## src/rtl/dpo_defs.svh

```systemverilog
`ifndef DPO_DEFS_SVH
`define DPO_DEFS_SVH
// Register byte addresses.
`define DPO_A_BUILD_OUT_CTRL 8'h00
`define DPO_A_FRAME_SYNC_CTRL3 8'h01
`define DPO_A_MAIN_PLL_CTRL1 8'h02
`define DPO_A_MASTER_CTRL4 8'h03
`define DPO_A_MASTER_CTRL11 8'h04
`define DPO_A_OFFSET_LO 8'h05
`define DPO_A_OFFSET_MID 8'h06
`define DPO_A_OFFSET_HI 8'h07
`define DPO_A_READOUT_FIELD_A_A 8'h08
`define DPO_A_READOUT_FIELD_A_B 8'h09
`define DPO_A_READOUT_FIELD_A_C 8'h0A
`define DPO_A_PHASE_A 8'h0B
`define DPO_A_PHASE_B 8'h0C
`define DPO_A_INPUT_CFG 8'h0D
`define DPO_A_BANDWIDTH 8'h0E
`define DPO_A_STATUS 8'h0F
`define DPO_A_READOUT_FIELD_A_LIMIT 8'h10
`define DPO_A_SLEW_LIMIT 8'h11
`define DPO_A_COPY_DIV_LO 8'h12
`define DPO_A_COPY_DIV_HI 8'h13
// Field positions.
`define DPO_B_BUILD_OUT_EN 0
`define DPO_B_RECALIBRATION_TRIGGER_TRIG 0
`define DPO_B_RECALIBRATION_TRIGGER_BUSY 1
`define DPO_B_AUX_MEAS_MAIN 0
`define DPO_F_FORCE_SEL 2:0
`define DPO_B_MEAS_SRC 0
`define DPO_F_MAIN_MODE 1:0
`define DPO_F_AUX_MODE 3:2
`define DPO_F_MAIN_BW 4:0
`define DPO_F_AUX_BW 6:5
// Locking modes of a reference.
`define DPO_MODE_DIRECT 2'h0
`define DPO_MODE_EIGHT_KHZ_LOCK_MODE 2'h1
`define DPO_MODE_DIVN8K 2'h2
`define DPO_MODE_DIVIDE_BY_N_MODE_OTHER 2'h3
// Main loop state codes.
`define DPO_ST_FREERUN 2'h0
`define DPO_ST_HOLDOVER 2'h1
`define DPO_ST_LOCKING 2'h2
`define DPO_ST_LOCKED 2'h3
// Limits and reset values.
`define DPO_MAIN_BW_MAX 5'h14
`define DPO_OFFSET_STEP_FS 6000
`define DPO_OFFSET_RANGE_PS 200000
`define DPO_RST_LIMIT 8'h15
`define DPO_RST_COPY_DIV 16'h0001
`endif

```

## src/rtl/dpo_pkg.sv

```systemverilog
package dpo_pkg;
  typedef enum logic [2:0] {
    DPO_IDLE,
    DPO_ENTER,
    DPO_ZERO,
    DPO_DIVRST,
    DPO_RESTORE,
    DPO_LEAVE
  } dpo_recalibration_trigger_t;
  typedef logic [1:0] dpo_mode_t;
endpackage : dpo_pkg

```

## src/rtl/dpo_top.sv

```systemverilog
// Decided for this implementation: the address map and the plain strobed port.
`timescale 1ns/10ps
`include "dpo_defs.svh"
module dpo_top import dpo_pkg::*; #(
  parameter int NUM_IN = 8,
  parameter int OFS_W = 17,
  parameter int READOUT_FIELD_A_W = 24,
  parameter int PHASE_W = 16,
  parameter int RAMP_STEP = 4,
  parameter int DIV_RST_CYC = 8,
  parameter int LPF_SHIFT = 10
) (
  input wire logic clock_i,
  input wire logic arst_n_i,
  input wire logic [7:0] addr_i,
  input wire logic [7:0] wdata_i,
  input wire logic wr_i,
  input wire logic rd_i,
  output logic [7:0] rdata_o,
  input wire logic [NUM_IN-1:0] ref_clk_i,
  input wire logic [2:0] main_sel_i,
  input wire logic [2:0] aux_auto_sel_i,
  input wire logic [1:0] main_state_i,
  input wire logic [READOUT_FIELD_A_W-1:0] main_integral_i,
  input wire logic [READOUT_FIELD_A_W-1:0] aux_integral_i,
  input wire logic [PHASE_W-1:0] main_pd_err_i,
  input wire logic [PHASE_W-1:0] aux_pd_err_i,
  input wire logic pd_sample_i,
  input wire logic [NUM_IN*8-1:0] in_readout_field_a_i,
  input wire logic in_meas_stb_i,
  output logic [OFS_W-1:0] fb_offset_o,
  output logic mini_holdover_o,
  output logic div_reset_o,
  output logic zero_phase_lock_o,
  output logic aux_freerun_o,
  output logic aux_cmp_main_o,
  output logic [2:0] aux_ref_sel_o,
  output logic [1:0] copy_mode_o,
  output logic copy_ref_o,
  output logic [4:0] main_bw_o,
  output logic [1:0] aux_bw_o,
  output logic [NUM_IN-1:0] in_valid_o
);

  localparam logic [OFS_W-1:0] STEP = OFS_W'(RAMP_STEP);
  localparam logic [7:0] DIV_LAST = 8'(DIV_RST_CYC - 1);

  logic build_out_enable;
  logic aux_measures_main_mode;
  logic [3:0] master_control_reg4;
  logic measurement_source_select;
  logic [OFS_W-1:0] offset_reg;
  logic [3:0] input_config_reg;
  logic [6:0] bw_reg;
  logic [7:0] input_readout_field_a_limit;
  logic [7:0] slew_rate_limit;
  logic [15:0] copy_half_div;
  logic recalibration_trigger_start;
  dpo_recalibration_trigger_t recalibration_trigger_state;
  logic [7:0] div_cnt;
  logic [OFS_W-1:0] applied;
  logic [READOUT_FIELD_A_W-1:0] readout_field_a_live;
  logic [READOUT_FIELD_A_W-1:0] readout_field_a_snap;
  logic [PHASE_W-1:0] phase_filt;
  logic [PHASE_W-1:0] phase_snap;
  logic [NUM_IN-1:0] sync1, sync2, sync3, ref_level;
  logic copy_prev;
  logic [15:0] copy_cnt;

  wire wr_hit = wr_i;
  wire locking = (main_state_i == `DPO_ST_LOCKING) || (main_state_i == `DPO_ST_LOCKED);
  wire recalibration_trigger_busy = (recalibration_trigger_state != DPO_IDLE);

  // Software-written configuration; the trigger bit is a one-cycle start, not stored.
  always_ff @(posedge clock_i or negedge arst_n_i) begin
    if (!arst_n_i) begin
      build_out_enable <= 1'b0;
      aux_measures_main_mode <= 1'b0;
      master_control_reg4 <= 4'h0;
      measurement_source_select <= 1'b0;
      offset_reg <= '0;
      input_config_reg <= 4'h0;
      bw_reg <= 7'h00;
      input_readout_field_a_limit <= `DPO_RST_LIMIT;
      slew_rate_limit <= `DPO_RST_LIMIT;
      copy_half_div <= `DPO_RST_COPY_DIV;
      recalibration_trigger_start <= 1'b0;
    end else begin
      recalibration_trigger_start <= wr_hit && (addr_i == `DPO_A_FRAME_SYNC_CTRL3) && wdata_i[`DPO_B_RECALIBRATION_TRIGGER_TRIG];
      if (wr_hit) begin
        unique case (addr_i)
          `DPO_A_BUILD_OUT_CTRL: build_out_enable <= wdata_i[`DPO_B_BUILD_OUT_EN];
          `DPO_A_MAIN_PLL_CTRL1: aux_measures_main_mode <= wdata_i[`DPO_B_AUX_MEAS_MAIN];
          `DPO_A_MASTER_CTRL4: master_control_reg4 <= wdata_i[3:0];
          `DPO_A_MASTER_CTRL11: measurement_source_select <= wdata_i[`DPO_B_MEAS_SRC];
          `DPO_A_OFFSET_LO: offset_reg[7:0] <= wdata_i;
          `DPO_A_OFFSET_MID: offset_reg[15:8] <= wdata_i;
          `DPO_A_OFFSET_HI: offset_reg[OFS_W-1:16] <= wdata_i[OFS_W-17:0];
          `DPO_A_INPUT_CFG: input_config_reg <= wdata_i[3:0];
          `DPO_A_BANDWIDTH: begin
            // Out-of-range main corners clamp to the highest of the 21 settings.
            bw_reg[`DPO_F_MAIN_BW] <= (wdata_i[4:0] > `DPO_MAIN_BW_MAX) ? `DPO_MAIN_BW_MAX : wdata_i[4:0];
            bw_reg[`DPO_F_AUX_BW] <= wdata_i[6:5];
          end
          `DPO_A_READOUT_FIELD_A_LIMIT: input_readout_field_a_limit <= wdata_i;
          `DPO_A_SLEW_LIMIT: slew_rate_limit <= wdata_i;
          `DPO_A_COPY_DIV_LO: copy_half_div[7:0] <= wdata_i;
          `DPO_A_COPY_DIV_HI: copy_half_div[15:8] <= wdata_i;
          default: ;
        endcase
      end
    end
  end

  // Recalibration sequencer; the restore leg always chases the live offset register.
  always_ff @(posedge clock_i or negedge arst_n_i) begin
    if (!arst_n_i) begin
      recalibration_trigger_state <= DPO_IDLE;
      div_cnt <= 8'h00;
    end else begin
      unique case (recalibration_trigger_state)
        DPO_IDLE: if (recalibration_trigger_start) recalibration_trigger_state <= DPO_ENTER;
        DPO_ENTER: recalibration_trigger_state <= DPO_ZERO;
        DPO_ZERO: begin
          div_cnt <= 8'h00;
          if (applied == '0) recalibration_trigger_state <= DPO_DIVRST;
        end
        DPO_DIVRST: begin
          div_cnt <= div_cnt + 8'h01;
          if (div_cnt == DIV_LAST) recalibration_trigger_state <= DPO_RESTORE;
        end
        DPO_RESTORE: if (applied == offset_reg) recalibration_trigger_state <= DPO_LEAVE;
        DPO_LEAVE: recalibration_trigger_state <= DPO_IDLE;
      endcase
    end
  end

  // Hold and divider reset strobes for the loop and the output dividers.
  always_ff @(posedge clock_i or negedge arst_n_i) begin
    if (!arst_n_i) begin
      mini_holdover_o <= 1'b0;
      div_reset_o <= 1'b0;
    end else begin
      mini_holdover_o <= (recalibration_trigger_state == DPO_ENTER) || (recalibration_trigger_state == DPO_ZERO) ||
                         (recalibration_trigger_state == DPO_DIVRST) || (recalibration_trigger_state == DPO_RESTORE);
      div_reset_o <= (recalibration_trigger_state == DPO_DIVRST);
    end
  end

  // Feedback offset ramp. Moving a bounded step per cycle lets the loop absorb the
  // change at its own bandwidth instead of seeing a phase hit.
  logic [OFS_W-1:0] ramp_target;
  logic ramp_allowed;
  logic [OFS_W:0] diff;
  logic [OFS_W-1:0] next_applied;
  // The offset stays parked at zero until the divider reset is over, so the dividers realign at zero phase.
  // One spare bit keeps the difference of two full-range offsets from wrapping its sign.
  always_comb begin
    ramp_target = (recalibration_trigger_state == DPO_ZERO || recalibration_trigger_state == DPO_ENTER || recalibration_trigger_state == DPO_DIVRST) ?
                  '0 : offset_reg;
    ramp_allowed = recalibration_trigger_busy || (!build_out_enable && locking);
    diff = {ramp_target[OFS_W-1], ramp_target} - {applied[OFS_W-1], applied};
    next_applied = applied;
    if (ramp_allowed && diff != '0) begin
      if (!diff[OFS_W]) next_applied = (diff > {1'b0, STEP}) ? applied + STEP : ramp_target;
      else next_applied = ((-diff) > {1'b0, STEP}) ? applied - STEP : ramp_target;
    end
  end

  always_ff @(posedge clock_i or negedge arst_n_i) begin
    if (!arst_n_i) begin
      applied <= '0;
      fb_offset_o <= '0;
    end else begin
      applied <= next_applied;
      fb_offset_o <= next_applied;
    end
  end

  // Measurement-mode steering of the auxiliary loop; the main loop is left untouched.
  function automatic dpo_mode_t copy_mode(input dpo_mode_t aux_m, input dpo_mode_t main_m);
    dpo_mode_t m;
    m = `DPO_MODE_DIRECT;
    if (aux_m == `DPO_MODE_EIGHT_KHZ_LOCK_MODE || aux_m == `DPO_MODE_DIVN8K) begin
      if (main_m == `DPO_MODE_DIRECT || main_m == `DPO_MODE_EIGHT_KHZ_LOCK_MODE) m = `DPO_MODE_EIGHT_KHZ_LOCK_MODE;
      else if (main_m == `DPO_MODE_DIVN8K) m = `DPO_MODE_DIVN8K;
    end
    return m;
  endfunction : copy_mode

  always_ff @(posedge clock_i or negedge arst_n_i) begin
    if (!arst_n_i) begin
      aux_freerun_o <= 1'b0;
      aux_cmp_main_o <= 1'b0;
      aux_ref_sel_o <= 3'h0;
      copy_mode_o <= `DPO_MODE_DIRECT;
      zero_phase_lock_o <= 1'b1;
      main_bw_o <= 5'h00;
      aux_bw_o <= 2'h0;
    end else begin
      aux_freerun_o <= aux_measures_main_mode;
      aux_cmp_main_o <= aux_measures_main_mode;
      aux_ref_sel_o <= aux_measures_main_mode ? master_control_reg4[`DPO_F_FORCE_SEL] : aux_auto_sel_i;
      copy_mode_o <= copy_mode(input_config_reg[`DPO_F_AUX_MODE], input_config_reg[`DPO_F_MAIN_MODE]);
      zero_phase_lock_o <= !build_out_enable;
      main_bw_o <= bw_reg[`DPO_F_MAIN_BW];
      aux_bw_o <= bw_reg[`DPO_F_AUX_BW];
    end
  end

  // Reference pins: three flops, and a level only moves once the last two agree.
  genvar gi;
  generate
    for (gi = 0; gi < NUM_IN; gi++) begin : g_ref
      always_ff @(posedge clock_i or negedge arst_n_i) begin
        if (!arst_n_i) begin
          sync1[gi] <= 1'b0;
          sync2[gi] <= 1'b0;
          sync3[gi] <= 1'b0;
          ref_level[gi] <= 1'b0;
        end else begin
          sync1[gi] <= ref_clk_i[gi];
          sync2[gi] <= sync1[gi];
          sync3[gi] <= sync2[gi];
          if (sync2[gi] == sync3[gi]) ref_level[gi] <= sync3[gi];
        end
      end
    end
  endgenerate

  // Copy of the main reference; divided when the aux path locks at 8 kHz, unless the main mode is the other divide-by-N mode.
  wire copy_src = ref_level[main_sel_i];
  wire copy_div = (copy_mode_o != `DPO_MODE_DIRECT);
  always_ff @(posedge clock_i or negedge arst_n_i) begin
    if (!arst_n_i) begin
      copy_prev <= 1'b0;
      copy_cnt <= 16'h0000;
      copy_ref_o <= 1'b0;
    end else begin
      copy_prev <= copy_src;
      if (!copy_div) begin
        copy_cnt <= 16'h0000;
        copy_ref_o <= copy_src;
      end else if (copy_src && !copy_prev) begin
        if (copy_cnt + 16'h0001 >= copy_half_div) begin
          copy_cnt <= 16'h0000;
          copy_ref_o <= !copy_ref_o;
        end else begin
          copy_cnt <= copy_cnt + 16'h0001;
        end
      end
    end
  end

  // Readout sources; frequency is the raw integral value, phase gets a one-pole filter.
  // The filter shift sets the corner against the detector sample rate.
  logic [PHASE_W-1:0] pd_sel;
  logic [PHASE_W+LPF_SHIFT-1:0] phase_acc;
  logic [PHASE_W+LPF_SHIFT-1:0] acc_step;
  always_comb begin
    pd_sel = measurement_source_select ? aux_pd_err_i : main_pd_err_i;
    acc_step = {{LPF_SHIFT{pd_sel[PHASE_W-1]}}, pd_sel} -
               {{LPF_SHIFT{phase_acc[PHASE_W+LPF_SHIFT-1]}}, phase_acc[PHASE_W+LPF_SHIFT-1:LPF_SHIFT]};
  end

  always_ff @(posedge clock_i or negedge arst_n_i) begin
    if (!arst_n_i) begin
      phase_acc <= '0;
      phase_filt <= '0;
      readout_field_a_live <= '0;
    end else begin
      if (pd_sample_i) phase_acc <= phase_acc + acc_step;
      phase_filt <= phase_acc[PHASE_W+LPF_SHIFT-1:LPF_SHIFT];
      readout_field_a_live <= measurement_source_select ? aux_integral_i : main_integral_i;
    end
  end

  // Input validity from the per-input monitors, in 3.8 ppm units.
  generate
    for (gi = 0; gi < NUM_IN; gi++) begin : g_mon
      logic [7:0] last;
      logic [7:0] cur;
      logic [7:0] slew;
      always_comb begin
        cur = in_readout_field_a_i[gi*8 +: 8];
        slew = cur - last;
      end
      always_ff @(posedge clock_i or negedge arst_n_i) begin
        if (!arst_n_i) begin
          last <= 8'h00;
          in_valid_o[gi] <= 1'b0;
        end else if (in_meas_stb_i) begin
          last <= cur;
          in_valid_o[gi] <= ((cur[7] ? -cur : cur) <= input_readout_field_a_limit) &&
                            ((slew[7] ? -slew : slew) <= slew_rate_limit);
        end
      end
    end
  endgenerate

  // Read port. Reading the low byte freezes the rest so a multi-byte walk is coherent.
  always_ff @(posedge clock_i or negedge arst_n_i) begin
    if (!arst_n_i) begin
      rdata_o <= 8'h00;
      readout_field_a_snap <= '0;
      phase_snap <= '0;
    end else begin
      rdata_o <= 8'h00;
      if (rd_i) begin
        unique case (addr_i)
          `DPO_A_BUILD_OUT_CTRL: rdata_o <= {7'h00, build_out_enable};
          `DPO_A_FRAME_SYNC_CTRL3: rdata_o <= {6'h00, recalibration_trigger_busy, 1'b0};
          `DPO_A_MAIN_PLL_CTRL1: rdata_o <= {7'h00, aux_measures_main_mode};
          `DPO_A_MASTER_CTRL4: rdata_o <= {4'h0, master_control_reg4};
          `DPO_A_MASTER_CTRL11: rdata_o <= {7'h00, measurement_source_select};
          `DPO_A_OFFSET_LO: rdata_o <= offset_reg[7:0];
          `DPO_A_OFFSET_MID: rdata_o <= offset_reg[15:8];
          `DPO_A_OFFSET_HI: rdata_o <= 8'(offset_reg[OFS_W-1:16]);
          `DPO_A_READOUT_FIELD_A_A: begin
            rdata_o <= readout_field_a_live[7:0];
            readout_field_a_snap <= readout_field_a_live;
          end
          `DPO_A_READOUT_FIELD_A_B: rdata_o <= readout_field_a_snap[15:8];
          `DPO_A_READOUT_FIELD_A_C: rdata_o <= readout_field_a_snap[23:16];
          `DPO_A_PHASE_A: begin
            rdata_o <= phase_filt[7:0];
            phase_snap <= phase_filt;
          end
          `DPO_A_PHASE_B: rdata_o <= phase_snap[15:8];
          `DPO_A_INPUT_CFG: rdata_o <= {4'h0, input_config_reg};
          `DPO_A_BANDWIDTH: rdata_o <= {1'b0, bw_reg};
          `DPO_A_STATUS: rdata_o <= {3'h0, ref_level[0], recalibration_trigger_busy, mini_holdover_o, main_state_i};
          `DPO_A_READOUT_FIELD_A_LIMIT: rdata_o <= input_readout_field_a_limit;
          `DPO_A_SLEW_LIMIT: rdata_o <= slew_rate_limit;
          `DPO_A_COPY_DIV_LO: rdata_o <= copy_half_div[7:0];
          `DPO_A_COPY_DIV_HI: rdata_o <= copy_half_div[15:8];
          default: rdata_o <= 8'h00;
        endcase
      end
    end
  end
endmodule : dpo_top

```

## config.mk

```make
export PLATFORM = sky130hd
export DESIGN_NAME = dpo_top
export DESIGN_NICKNAME = d
export VERILOG_FILES = /design/src/rtl/dpo_pkg.sv /design/src/rtl/dpo_top.sv
export VERILOG_INCLUDE_DIRS = /design/src /design/src/rtl
export SDC_FILE = /design/constraint.sdc
export NUM_CORES = 1
export LEC_CHECK = 0
export BUFFER_PORTS_ARGS = -buffer_cell sky130_fd_sc_hd__buf_4
export CAP_MARGIN = 10
export CORE_MARGIN = 2
export CORE_UTILIZATION = 40
export DETAILED_ROUTE_END_ITERATION = 10
export GPL_TIMING_DRIVEN = 0
export PLACE_DENSITY = 0.65
export REMOVE_ABC_BUFFERS = 1
export SLEW_MARGIN = 20
export SYNTH_ARGS = -nofsm -noshare
export SYNTH_HDL_FRONTEND = slang
export SYNTH_SLANG_ARGS = --single-unit
```

## constraint.sdc

```tcl
create_clock -name clock_i -period 6.35 [get_ports clock_i]
set_clock_uncertainty 0.1 [all_clocks]
set_input_delay 0.3175 -clock clock_i [delete_from_list [all_inputs] [get_ports clock_i]]
set_output_delay 0.3175 -clock clock_i [all_outputs]
set_load 0.005 [all_outputs]
```

==> impl_summary.log <==
INFO  metric crit_required = 6.70 ns
INFO  metric layout.filler_cells = 5771
INFO  metric grt.total_usage = 20.8%
INFO  metric rows = 91
INFO  metric ys_types = 84
INFO  metric crit_path_start = measurement_source_select
INFO  metric clk_pin_slew = 0.06 ns
INFO  metric cts_htree_levels = 2
INFO  metric floorplan.initialDensity = 40.4%
INFO  metric end_kind = register
INFO  metric yosysSeqAreaShare = 33.3%
INFO  metric num_vias = 20600
INFO  metric clock_latency = 0.60 ns
INFO  metric die_y = 254 um
INFO  metric layout.core_utilization = 49.3%
INFO  metric max_slew_margin = 37.1%
INFO  metric portBuffers = 232
INFO  metric run_status = completed
INFO  metric worstSetupStartpointType = register
INFO  metric timing.max_cap.violations = 0
INFO  metric numCtsBuffers = 42
INFO  metric yosys_register_bits = 332
INFO  metric cellPowerDensity = 339 nW/um^2
INFO  metric max_flop_register = g_mon.last
INFO  metric cp.buffers_inverters = 1
INFO  metric ios = 233
INFO  metric leakagePower = 14.3 nW
INFO  metric syn_to_final_growth = 21.9%
INFO  metric final-max-slew-violation-count = 0
INFO  metric worstSetupPathType = reg -> reg
INFO  metric critical_path.reg2reg.startpoint = measurement_source_select
INFO  metric synth_area_per_cell = 9.19 um^2
INFO  metric synth-async-reset-ratio = 100%
INFO  metric crit_path_setup_slack_layout = 0.428 ns
INFO  metric via_per_inst = 5.27
INFO  metric drt_pre_antenna_iters = 5
INFO  metric fin_nets = 3515
INFO  metric floorplan.core_area = 61700 um^2
INFO  metric postSynth.topFlopCell = dfrtp_1
INFO  metric max_ffs_per_register = 64
INFO  metric hold_viol_final = 0
INFO  metric gr-total-overflow = 0
INFO  metric routedWlPerCell = 17.0 um
INFO  metric netlist_area = 24900 um^2
INFO  metric cp_cell_sequence = buf_16 > mux2_2 > ha_1 > nor2b_1 > o21ai_0 > a21boi_0 > o21ai_0 > a211oi_2 > nor2_1 > a211o_1 > o2111ai_1 > a21oi_1 > xnor2_1 > ha_1 > a21o_1 > a21oi_2 > o21ai_0 > or3_1 > nor3_1 > nor3_1 > a2111o_1 > o311ai_1 > xor2_1 > a21oi_1
INFO  metric worst_hold_path_class = in -> reg
INFO  metric actual_transition_at_the_worst_max_transition_pin = 0.941 ns
INFO  metric rsz_0062_raised_after_global_routing = false
INFO  metric clkSinkCount = 332
INFO  metric grt_max_degree = 129
INFO  metric fmax = 169 MHz
INFO  metric timing.critical_path.slowest_stage_cell = dfrtp_4
INFO  metric ir_drop = 0.259 mV
INFO  metric largestRegisters = g_mon.last (64), phase_acc (26), readout_field_a_live (24)
INFO  metric layout-drive-gt1-share = 16.6%
INFO  metric count_of_mapped_cells_out_of_synthesis = 2714
INFO  metric synth-warning-count = 0
INFO  metric hp-start = addr_i[2]
INFO  metric initial_antenna_violation_count = 3
INFO  metric path_common_cell = o21ai_0
INFO  metric postRouteAntennaNets = 0
INFO  metric drcViolationCount = 0
INFO  metric clockBufferDepth = 3
INFO  metric crit_family = compound AO/OA/AOI/OAI gates
INFO  metric place_worst_setup_slack = -0.341 ns
INFO  metric chipWidth = 254 um
INFO  metric cpPeakStageDelay = 0.46 ns
INFO  metric setup_viol_count_final = 0
INFO  metric finalWirelength = 66700 um
INFO  metric dp_hpwl = 48200 um
INFO  metric first_iter_violations = 1098
INFO  metric path_max_fanout = 20
INFO  metric grt_pass1_vias = 20200
INFO  metric cts-root-buf = clkbuf_16
INFO  metric die_outline_area = 64400 um^2
INFO  metric routabilityCongestion = 0.887
INFO  metric cts_tree = built
INFO  metric grt_first_pass_wirelength = 107000 um
INFO  metric layout_min_cycle_time = 5.92 ns
INFO  metric final.period_utilization = 93.3%
INFO  metric synth-edff-count = 0
INFO  metric fin_hold_ws = 0.0359 ns
INFO  metric worstPathArrival = 6.27 ns
## worst paths after layout
| check | end | slack, ns | cells past startpoint |
|---|---|---|---|
| worst max-delay path | phase_acc[24] | 0.43 | 24 |
| worst min-delay path | rdata_o[1] | 0.04 | 3 |
| worst max register to register | phase_acc[24] | 0.43 | 24 |
| worst min register to register | sync2[7] | 0.25 | 0 |
| max in group asynchronous | sync1[1] | 4.58 | 4 |
| min in group asynchronous | g_mon[7].last[7] | 0.25 | 2 |
## cells by family after synthesis
| logic type | Yosys count | share of synthesized area, % |
|---|---|---|
| AO/OA/AOI/OAI | 616 | 15.3 |
| XOR/XNOR | 219 | 7.69 |
| adder cells (fa/ha/maj) | 300 | 15.3 |
| buffers and inverters | 301 | 4.65 |
| flip-flops | 332 | 33.3 |
| multiplexers | 175 | 8.22 |
| AND/OR/NAND/NOR | 771 | 15.5 |
## worst register-to-register path: cells and delay by family, from the launching register on
| kind | cells | cell delay, ns |
|---|---|---|
| DFF | 1 | 0.46 |
| xor gates and xnor gates | 2 | 0.32 |
| muxes | 1 | 0.40 |
| and+or+nand+nor | 5 | 0.90 |
| adders and majority gates | 2 | 0.60 |
| buffers and inverters | 1 | 0.18 |
| AOI/OAI and AO/OA | 13 | 2.85 |
## synthesized netlist by cell type (22+ instances only)
| cell type | n | share of area [%] |
|---|---|---|
| dfrtp_1 | 324 | 32 |
| ha_1 | 281 | 14 |
| o21ai_0 | 239 | 4.8 |
| nand2_1 | 224 | 3.4 |
| inv_1 | 208 | 3.1 |
| mux2_2 | 148 | 6.7 |
| xnor2_1 | 146 | 5.1 |
| a21oi_1 | 134 | 2.7 |
| nor2_1 | 129 | 1.9 |
| nand3_1 | 96 | 1.9 |
| clkbuf_1 | 75 | 1.1 |
| xor2_1 | 73 | 2.6 |
| nand2b_1 | 59 | 1.5 |
| a21o_1 | 56 | 1.7 |
| and3_1 | 47 | 1.2 |
| nor2b_1 | 47 | 1.2 |
| nor3_1 | 43 | 0.86 |
| or3_1 | 22 | 0.55 |
## per-stage QoR
| stage | total power [W] | std cells | instance area [um^2] | TNS [ns] |
|---|---|---|---|---|
| 2_1_floorplan | 0.00643 | 2622 | 24600 | 0 |
| 3_3_place_gp | 0.00762 | 3691 | 27400 | -2.58 |
| 3_5_place_dp | 0.00770 | 3698 | 27500 | -0.394 |
| 4_1_cts | 0.0104 | 3910 | 30400 | 0 |
| 5_1_grt | 0.0112 | 3914 | 30400 | 0 |
| 6_report | 0.0103 | 3914 | 30400 | 0 |
## layout make-up
cell class / count / area (um^2) / share of cell area, %
inverters: 209 / 785 / 2.58
clock buffers: 57 / 1190 / 3.90
well taps: 837 / 1050 / 3.44
multi-input cells: 2081 / 15500 / 51.0
diodes: 2 / 5.00 / 0.0165
clock inverters: 21 / 307 / 1.01
repair buffers: 375 / 3250 / 10.7
flip-flops and latches: 332 / 8320 / 27.4
## routing by layer
| layer | track usage (%) | share of wire, % |
|---|---|---|
| met1 | 28.2 | 46 |
| met2 | 34.6 | 47 |
| met3 | 2.70 | 4.2 |
| met4 | 6.50 | 2.8 |
| met5 | 0 | 0.012 |
## power breakdown
part	switching (W)	total, W	internal [W]
sequential	0.000313	0.00276	0.00245
clock	0.00103	0.00253	0.00150
combinational	0.00267	0.00502	0.00235
## cells in the final DEF, fill, tap and decap left out, types with 9 or more instances in the layout
master,instances
a21o_1,56
a21oi_1,133
a22o_1,14
a22oi_1,18
a31oi_1,17
and2_1,12
and3_1,47
buf_4,233
clkbuf_16,42
dfrtp_1,323
dlygate4sd3_1,134
fa_1,11
ha_1,281
inv_1,208
mux2_2,148
mux2i_1,17
mux4_2,9
nand2_1,224
nand2b_1,59
nand3_1,96
nand4_1,19
nor2_1,128
nor2b_1,47
nor3_1,42
nor3b_1,13
nor4_1,17
nor4b_1,15
o21a_1,17
o21ai_0,239
o21bai_1,13
o311ai_1,10
o31ai_1,17
or3_1,22
xnor2_1,146
xor2_1,73
## what timing repair did
action	CTS	global route
endpoints found under the hold margin	218	0
gates resized for setup	2	3
buffers inserted	0	2
hold buffers	134	0
endpoints found under the setup margin	2	2
(Power assumes the default switching activity.)
